## config.mk

```make
export PLATFORM = sky130hd
export DESIGN_NAME = cvsc_control_status
export DESIGN_NICKNAME = d
export VERILOG_FILES = /design/src/verilog/cvsc_pkg.sv /design/src/verilog/cvsc_control_status.sv /design/src/verilog/cvsc_atten_shift.sv
export SDC_FILE = /design/constraint.sdc
export NUM_CORES = 1
export LEC_CHECK = 0
export ABC_CLOCK_PERIOD_IN_PS = 1500
export BUFFER_PORTS_ARGS = -buffer_cell sky130_fd_sc_hd__buf_4
export CORE_MARGIN = 2
export CORE_UTILIZATION = 33
export CTS_CLUSTER_DIAMETER = 30
export DETAILED_ROUTE_END_ITERATION = 6
export PLACE_DENSITY = 0.69
export SYNTH_ARGS = -nofsm -noshare
export SYNTH_HDL_FRONTEND = slang
export SYNTH_HIERARCHICAL = 1
export SYNTH_SLANG_ARGS = --single-unit
```

## constraint.sdc

```tcl
create_clock -name core_clk -period 1.5 [get_ports core_clk]
set_clock_uncertainty 0.2 [all_clocks]
set_input_delay 0.225 -clock core_clk [delete_from_list [all_inputs] [get_ports core_clk]]
set_output_delay 0.225 -clock core_clk [all_outputs]
set_load 0.01 [all_outputs]
```

## src/verilog/cvsc_pkg.sv

```systemverilog
package cvsc_pkg;
    // ------------------------------------------------------------
    // register offsets on the peripheral bus (low address byte)
    // ------------------------------------------------------------
    localparam logic [7:0] CVSC_CTRL_OFS = 8'h30;
    localparam logic [7:0] CVSC_STAT_OFS = 8'h32;
    localparam logic [15:0] CVSC_CTRL_RESET = 16'h0000;
    localparam logic [15:0] CVSC_CTRL_MASK = 16'h3FFF;
    localparam logic [15:0] CVSC_STAT_RESET = 16'h0000;
    // ------------------------------------------------------------
    // control field positions
    // ------------------------------------------------------------
    localparam int CVSC_C_EN = 0;
    localparam int CVSC_C_CLK = 1;
    localparam int CVSC_C_PCMIE = 2;
    localparam int CVSC_C_WMIE = 3;
    localparam int CVSC_C_ERRIE = 4;
    localparam int CVSC_C_OUTDMA = 5;
    localparam int CVSC_C_INDMA = 6;
    localparam int CVSC_C_SODMA = 7;
    localparam int CVSC_C_SIDMA = 8;
    localparam int CVSC_C_FMT = 9;
    localparam int CVSC_C_CMP = 11;
    localparam int CVSC_C_ATT = 12;
    // ------------------------------------------------------------
    // status field positions
    // ------------------------------------------------------------
    localparam int CVSC_S_NE = 0;
    localparam int CVSC_S_NF = 1;
    localparam int CVSC_S_SVC = 2;
    localparam int CVSC_S_UND = 3;
    localparam int CVSC_S_OVF = 4;
    localparam int CVSC_S_INLVL = 5;
    localparam int CVSC_S_OUTLVL = 8;
    // ------------------------------------------------------------
    // formats, thresholds, sizes
    // ------------------------------------------------------------
    localparam logic [1:0] CVSC_FMT_MULAW = 2'h0;
    localparam logic [1:0] CVSC_FMT_ALAW = 2'h1;
    localparam logic [1:0] CVSC_FMT_LINEAR = 2'h2;
    localparam logic CVSC_CMP_MULAW = 1'h0;
    localparam logic CVSC_CMP_ALAW = 1'h1;
    localparam int CVSC_NEAR_LEFT = 3;
    localparam int CVSC_FIFO_WORDS = 8;
    localparam logic [2:0] CVSC_LVL_MAX = 3'h7;
    localparam logic [15:0] CVSC_ALAW_KEEP = 16'hFFF8;
    localparam logic [15:0] CVSC_MULAW_KEEP = 16'hFFFC;
endpackage : cvsc_pkg

```

## src/verilog/cvsc_control_status.sv

```systemverilog
`timescale 1ns/1ps
// control and status registers of the delta/pcm converter
module cvsc_control_status
    import cvsc_pkg::*;
#(
    parameter int FIFO_DEPTH = CVSC_FIFO_WORDS,
    parameter int CNT_W = $clog2(FIFO_DEPTH + 1)
)
(
    input wire logic core_clk,
    input wire logic rst_b,
    input wire logic bus_sel,
    input wire logic bus_wr,
    input wire logic bus_rd,
    input wire logic [7:0] bus_addr,
    input wire logic [15:0] bus_wdata,
    output logic [15:0] bus_rdata,
    input wire logic freeze,
    input wire logic [CNT_W-1:0] infifo_count,
    input wire logic [CNT_W-1:0] outfifo_count,
    input wire logic core_infifo_rd,
    input wire logic core_outfifo_wr,
    input wire logic sample_output_full,
    input wire logic sample_input_empty,
    input wire logic [15:0] sample_data,
    input wire logic sample_data_is_log,
    output logic module_enable_bit,
    output logic converter_clock_gate,
    output logic converter_hold,
    output logic [1:0] delta_format_select,
    output logic compander_select,
    output logic [1:0] atten_shift,
    output logic [15:0] atten_data,
    output logic irq,
    output logic outfifo_dma_req,
    output logic infifo_dma_req,
    output logic sample_out_dma_req,
    output logic sample_in_dma_req
);
    // ------------------------------------------------------------
    // elaboration checks
    // ------------------------------------------------------------
    // level fields are three bits wide and clamp; thresholds need depth >= 8
    if (FIFO_DEPTH < 8 || FIFO_DEPTH > 15) begin : g_bad_depth
        $error("cvsc_control_status: FIFO_DEPTH must lie in 8..15");
    end
    if (CNT_W < $clog2(FIFO_DEPTH + 1)) begin : g_bad_cnt
        $error("cvsc_control_status: CNT_W too narrow for FIFO_DEPTH");
    end

    localparam logic [CNT_W-1:0] NE_CNT = CNT_W'(CVSC_NEAR_LEFT);
    localparam logic [CNT_W-1:0] NF_CNT = CNT_W'(FIFO_DEPTH - CVSC_NEAR_LEFT);
    localparam logic [CNT_W-1:0] FULL_CNT = CNT_W'(FIFO_DEPTH);
    localparam logic [CNT_W-1:0] TOP_CNT = CNT_W'(FIFO_DEPTH - 1);
    localparam logic [CNT_W-1:0] LVL_CNT = CNT_W'(CVSC_LVL_MAX);

    logic [15:0] converter_control;
    logic ne_flag;
    logic nf_flag;
    logic svc_flag;
    logic und_flag;
    logic ovf_flag;
    logic [2:0] in_lvl;
    logic [2:0] out_lvl;
    logic [CNT_W-1:0] in_cnt_q;
    logic [CNT_W-1:0] out_cnt_q;
    logic so_full_q;
    logic si_empty_q;
    logic [15:0] converter_status;
    logic ctrl_wr;
    logic stat_rd;
    logic en;
    logic ne_set;
    logic nf_set;
    logic svc_set;
    logic und_set;
    logic ovf_set;
    logic sticky_clr;
    logic [2:0] next_in_lvl;
    logic [2:0] next_out_lvl;
    logic [15:0] next_atten;

    // ------------------------------------------------------------
    // bus decode
    // ------------------------------------------------------------
    assign ctrl_wr = bus_sel && bus_wr && (bus_addr == CVSC_CTRL_OFS);
    assign stat_rd = bus_sel && bus_rd && (bus_addr == CVSC_STAT_OFS);
    assign en = converter_control[CVSC_C_EN];
    // freeze keeps the error and service flags through a status read
    assign sticky_clr = stat_rd && !freeze;

    // control register, writable at any time, unimplemented bits kept zero
    always_ff @(posedge core_clk or negedge rst_b) begin
        if (!rst_b) begin
            converter_control <= CVSC_CTRL_RESET;
        end else if (ctrl_wr) begin
            converter_control <= bus_wdata & CVSC_CTRL_MASK;
        end
    end

    // ------------------------------------------------------------
    // event detection
    // ------------------------------------------------------------
    // previous counts and buffer levels so that only arrival edges set flags
    always_ff @(posedge core_clk or negedge rst_b) begin
        if (!rst_b) begin
            in_cnt_q <= '0;
            out_cnt_q <= '0;
            so_full_q <= 1'b0;
            si_empty_q <= 1'b0;
        end else begin
            in_cnt_q <= infifo_count;
            out_cnt_q <= outfifo_count;
            so_full_q <= sample_output_full;
            si_empty_q <= sample_input_empty;
        end
    end

    // a frozen core moves no data, so its strobes are ignored then
    assign ne_set = (infifo_count == NE_CNT) && (in_cnt_q != NE_CNT);
    assign nf_set = (outfifo_count == NF_CNT) && (out_cnt_q != NF_CNT);
    assign svc_set = (sample_output_full && !so_full_q) || (sample_input_empty && !si_empty_q);
    assign und_set = core_infifo_rd && !freeze && (infifo_count == '0);
    assign ovf_set = core_outfifo_wr && !freeze && (outfifo_count == FULL_CNT);

    // ------------------------------------------------------------
    // sticky status flags
    // ------------------------------------------------------------
    // set wins over the read clear so an event in the read cycle survives
    always_ff @(posedge core_clk or negedge rst_b) begin
        if (!rst_b) begin
            ne_flag <= 1'b0;
            nf_flag <= 1'b0;
            svc_flag <= 1'b0;
            und_flag <= 1'b0;
            ovf_flag <= 1'b0;
        end else if (!en) begin
            ne_flag <= 1'b0;
            nf_flag <= 1'b0;
            svc_flag <= 1'b0;
            und_flag <= 1'b0;
            ovf_flag <= 1'b0;
        end else begin
            ne_flag <= ne_set || (ne_flag && !stat_rd);
            nf_flag <= nf_set || (nf_flag && !stat_rd);
            svc_flag <= svc_set || (svc_flag && !sticky_clr);
            und_flag <= und_set || (und_flag && !sticky_clr);
            ovf_flag <= ovf_set || (ovf_flag && !sticky_clr);
        end
    end

    // ------------------------------------------------------------
    // fifo level fields
    // ------------------------------------------------------------
    // three-bit fields cannot show eight, so seven and eight read alike
    always_comb begin
        if (infifo_count >= TOP_CNT) begin
            next_in_lvl = 3'h0;
        end else if ((TOP_CNT - infifo_count) > LVL_CNT) begin
            next_in_lvl = CVSC_LVL_MAX;
        end else begin
            next_in_lvl = 3'(TOP_CNT - infifo_count);
        end
        if (outfifo_count >= LVL_CNT) begin
            next_out_lvl = CVSC_LVL_MAX;
        end else begin
            next_out_lvl = 3'(outfifo_count);
        end
    end

    // levels follow the counts one cycle late and read zero when disabled
    always_ff @(posedge core_clk or negedge rst_b) begin
        if (!rst_b) begin
            in_lvl <= 3'h0;
            out_lvl <= 3'h0;
        end else if (!en) begin
            in_lvl <= 3'h0;
            out_lvl <= 3'h0;
        end else begin
            in_lvl <= next_in_lvl;
            out_lvl <= next_out_lvl;
        end
    end

    // status word, bits above the out level read zero
    assign converter_status = {5'h00, out_lvl, in_lvl, ovf_flag, und_flag, svc_flag, nf_flag, ne_flag};

    // ------------------------------------------------------------
    // read data
    // ------------------------------------------------------------
    // data appears the cycle after the strobe; unmapped offsets read zero
    always_ff @(posedge core_clk or negedge rst_b) begin
        if (!rst_b) begin
            bus_rdata <= 16'h0000;
        end else if (bus_sel && bus_rd) begin
            if (bus_addr == CVSC_CTRL_OFS) begin
                bus_rdata <= converter_control;
            end else if (bus_addr == CVSC_STAT_OFS) begin
                bus_rdata <= converter_status;
            end else begin
                bus_rdata <= 16'h0000;
            end
        end
    end

    // ------------------------------------------------------------
    // control outputs to the converter core
    // ------------------------------------------------------------
    // the core clock gate itself sits beside the core; this is its enable
    always_ff @(posedge core_clk or negedge rst_b) begin
        if (!rst_b) begin
            module_enable_bit <= 1'b0;
            converter_clock_gate <= 1'b0;
            converter_hold <= 1'b0;
            delta_format_select <= CVSC_FMT_MULAW;
            compander_select <= CVSC_CMP_MULAW;
            atten_shift <= 2'h0;
        end else begin
            module_enable_bit <= en;
            converter_clock_gate <= converter_control[CVSC_C_CLK];
            converter_hold <= freeze;
            delta_format_select <= converter_control[CVSC_C_FMT +: 2];
            compander_select <= converter_control[CVSC_C_CMP];
            atten_shift <= converter_control[CVSC_C_ATT +: 2];
        end
    end

    // ------------------------------------------------------------
    // sample attenuation path
    // ------------------------------------------------------------
    cvsc_atten_shift u_atten (
        .sample_in(sample_data),
        .from_log(sample_data_is_log),
        .log_is_alaw(converter_control[CVSC_C_FMT +: 2] == CVSC_FMT_ALAW),
        .atten(converter_control[CVSC_C_ATT +: 2]),
        .sample_out(next_atten)
    );

    always_ff @(posedge core_clk or negedge rst_b) begin
        if (!rst_b) begin
            atten_data <= 16'h0000;
        end else begin
            atten_data <= next_atten;
        end
    end

    // ------------------------------------------------------------
    // interrupt and dma requests
    // ------------------------------------------------------------
    // irq and fifo dma requests follow the flags, so a status read drops them but not a frozen error or service irq; sample buffer requests follow the levels
    always_ff @(posedge core_clk or negedge rst_b) begin
        if (!rst_b) begin
            irq <= 1'b0;
            outfifo_dma_req <= 1'b0;
            infifo_dma_req <= 1'b0;
            sample_out_dma_req <= 1'b0;
            sample_in_dma_req <= 1'b0;
        end else begin
            irq <= (converter_control[CVSC_C_PCMIE] && svc_flag)
                || (converter_control[CVSC_C_WMIE] && (ne_flag || nf_flag))
                || (converter_control[CVSC_C_ERRIE] && (und_flag || ovf_flag));
            outfifo_dma_req <= converter_control[CVSC_C_OUTDMA] && nf_flag;
            infifo_dma_req <= converter_control[CVSC_C_INDMA] && ne_flag;
            sample_out_dma_req <= en && converter_control[CVSC_C_SODMA] && sample_output_full;
            sample_in_dma_req <= en && converter_control[CVSC_C_SIDMA] && sample_input_empty;
        end
    end
endmodule : cvsc_control_status

```

## src/verilog/cvsc_atten_shift.sv

```systemverilog
`timescale 1ns/1ps
// expansion masking and attenuation of the pcm sample before delta coding
module cvsc_atten_shift
    import cvsc_pkg::*;
(
    input wire logic [15:0] sample_in,
    input wire logic from_log,
    input wire logic log_is_alaw,
    input wire logic [1:0] atten,
    output logic [15:0] sample_out
);
    logic [15:0] expanded;

    // ------------------------------------------------------------
    // expansion then shift
    // ------------------------------------------------------------
    // log data keeps 13 (A) or 14 (mu) msbs, the rest zero-filled
    always_comb begin
        if (from_log && log_is_alaw) begin
            expanded = sample_in & CVSC_ALAW_KEEP;
        end else if (from_log) begin
            expanded = sample_in & CVSC_MULAW_KEEP;
        end else begin
            expanded = sample_in;
        end
        // shift happens after expansion, so it covers both sources
        sample_out = 16'($signed(expanded) >>> atten);
    end
endmodule : cvsc_atten_shift

```

==> metrics.md <==
| Metric | Value |
|---|---|
| Hold path start | `infifo_count[1]` |
| Min Hold Slack | `-0.000257 ns` |
| Largest net degree at the start of global routing | `32` |
| Synth Cell Area | `3130 µm²` |
| Synth top area cells | `dfrtp_1, mux2_4, mux4_2, mux4_1, a221o_1` |
| Final-report max-slew violation count | `0` |
| Hold Vio Cnt, Final | `1` |
| Syn Area/Cell | `15.4 µm²` |
| R2R Path Start | `converter_control[12]` |
| Final min period | `1.50 ns` |
| CTS Root Cell | `clkbuf_8` |
| Layout Nets | `415` |
| DR WL/cell | `16.3 µm` |
| Worst Path Max Fanout | `8` |
| Die area | `10300 µm²` |
| DRC violations left | `0` |
| Post-synth top area share | `62.4%` |
| Crit share post-route | `100%` |
| Die X | `101 µm` |
| Worst setup path startpoint | `converter_control[12]` |
| Chip Height | `101 µm` |
| Pwr Density | `849 nW/µm²` |
| Cts bufs inserted | `9` |
| Min-Delay Path Class | `in2reg` |
| CTS tree | `done` |
| First-pass DRT Iterations | `4` |
| Ant. Diodes | `0` |
| Yosys reg bits | `78` |
| F_max | `667 MHz` |
| Status | `finished with violations` |
| Unrepaired setup endpoints after global routing | `yes` |
| Core box area | `9200 µm²` |
| Cell total after placement | `424` |
| CTS clock-pin slew for the worst setup and hold paths | `0.07 ns` |
| Hold Path End | `und_flag` |
| Starting Density | `34.0%` |
| Worst EP arrival | `1.52 ns` |
| Number of cell rows | `35` |
| Vias | `2272` |
| CTS H-tree lvls | `3` |
| Vias in the first global route | `2352` |
| Total Power | `3.94 mW` |
| Max-Cap Viols | `0` |
| IR drop worst, VDD | `0.000390 V` |
| Layout fillers | `808` |
| Post-route ant nets | `0` |
| Clk_lat worst skew | `0.34 ns` |
| Initial drt markers | `84` |
| Worst R2R Path Depth | `3` |
| Post-route insts no fill | `471` |
| Initial antenna violation count | `0` |
| Kind of critical path | `reg2reg` |
| Depth of the worst hold-timing path | `3` |
| GRT overflow | `0` |
| Static Leakage | `2.30 nW` |
| Placer Congestion | `0.761` |
| Post-synthesis sequential area ratio | `62.4%` |
| Routed wire length | `7.66 mm` |
| Synth Instances | `203` |
| Proportion of layout cells with a drive suffix above 1 | `47.2%` |
| CP endpoint kind | `flip-flop` |
| Reg2Reg Setup Slack | `0.0006 ns` |
| Post-synth cell types | `41` |
| Most common cell in the netlist | `dfrtp_1` |
| Yosys warns | `6` |
| IO Port Bufs | `99` |
| Post-synth top cells | `dfrtp_1, and2_1, a221o_1, mux2_4, nand2_1` |
| First-pass GRT wire length | `11.6 mm` |
| Critical path data required time | `1.52 ns` |
| Clock sink count | `78` |
| Failing checks | `negative hold slack` |
| GR Util All Layers | `15.0%` |
| Post-synth EDFFs | `0` |
| Routed vias/inst | `4.82` |
| Setup_tns | `0 ns` |
| Crit start category | `flip-flop` |
| Final setup fails | `0` |
| Reg-to-Reg End | `atten_data[13]` |
| Max clock buf depth | `2` |
| Post-synth top flop | `dfrtp_1` |
| Top-level port count | `104` |
| Cell Area, Placed | `4120 µm²` |
| FFs w/ async S/R, synth | `100%` |
| DP HPWL | `5.43 mm` |
| Biggest area consumer among synthesized cells | `dfrtp_1` |
| Design area | `4640 µm²` |
| Area Overhead vs Synth | `48.5%` |
==> timing repair <==
action,CTS,global route
hold buffers,29,0
setup endpoints to repair,10,12
endpoints found under the hold margin,117,0
buffers inserted,0,1
gates cloned,0,2
resized for setup,2,7
==> layout make-up <==
class	instances	area, µm²	share of cell area, %
flip-flops and latches	78	1950	42.1
repair buffers	154	1290	27.7
clock buffers	10	128	2.75
clock inverters	5	27.5	0.593
inverters	1	3.75	0.0809
well taps	111	139	2.99
multi-input cells	112	1100	23.8
==> stage by stage <==
stage / util (%) / hold WS [ns] / worst slack (ns)
after global routing: 50.5 / 0.00544 / -0.0247
final: 50.5 / -0.000257 / 0.000610
after detailed placement: 44.8 / -0.0770 / -0.377
after global placement: 44.8 / -0.0781 / -0.364
after floorplan: - / -0.271 / -0.319
after CTS: 49.8 / -0.00281 / 0.0165
==> cells by family (layout without fill, tap and decap cells) <==
family | after synthesis | in the layout | synth area share [%]
other cells | 1 | 2 | 0.120
flops | 78 | 78 | 62.4
mux | 31 | 31 | 16.9
simple gates | 50 | 50 | 9.77
buf+inv | 14 | 170 | 3.24
compound gates | 29 | 29 | 7.57
==> where the power goes <==
| part | total (mW) | internal, mW | switching (mW) |
|---|---|---|---|
| Clock | 1.30 | 0.580 | 0.718 |
| Combinational | 0.461 | 0.281 | 0.181 |
| Sequential | 2.18 | 2.16 | 0.0240 |
| Total | 3.94 | 3.02 | 0.923 |
==> flip-flops by register name (all words and copies together), names as in the netlist, 2 cells and up <==
register / count
atten_data: 16
atten_shift: 2
bus_rdata: 14
out_cnt_q: 4
converter_control: 14
in_cnt_q: 4
out_lvl: 3
in_lvl: 3
delta_format_select: 2
==> layout by cell type (no fill, tap or decap), types with 5 or more instances in the layout <==
master	synthesis	final
buf_4	3	120
dfrtp_1	78	77
dlygate4sd3_1	0	29
and2_1	13	13
mux2_4	10	12
a221o_1	11	11
nand2_1	10	10
clkbuf_8	0	9
mux2_2	8	6
mux4_2	6	6
o21ai_0	5	5
mux4_1	5	5
==> per-layer routing <==
layer / up-vias / share of wire [%] / GRT usage, %
li1: 1047 / - / -
met1: 1129 / 42 / 19.1
met2: 78 / 51 / 24.4
met3: 18 / 4.6 / 2.62
met4: 0 / 3.2 / 8.21
met5: - / 0 / 0
==> worst max-delay path, stage by stage (launching register included) <==
cell and delay, ns:
dfrtp_2 0.45, buf_12 0.16, mux2_4 0.30, mux2_4 0.28
==> how the worst max path moves through the flow <==
stage | end | slack [ns] | cells after the start
floorplan | converter_control[10] | -0.32 | 5
global placement | converter_control[12] | -0.36 | 5
detailed placement | converter_control[8] | -0.38 | 5
CTS | converter_control[4] | 0.02 | 5
global route | atten_data[13] | -0.02 | 3
finish | atten_data[13] | 0.0006 | 3
Power figures use the tool's default switching activity.
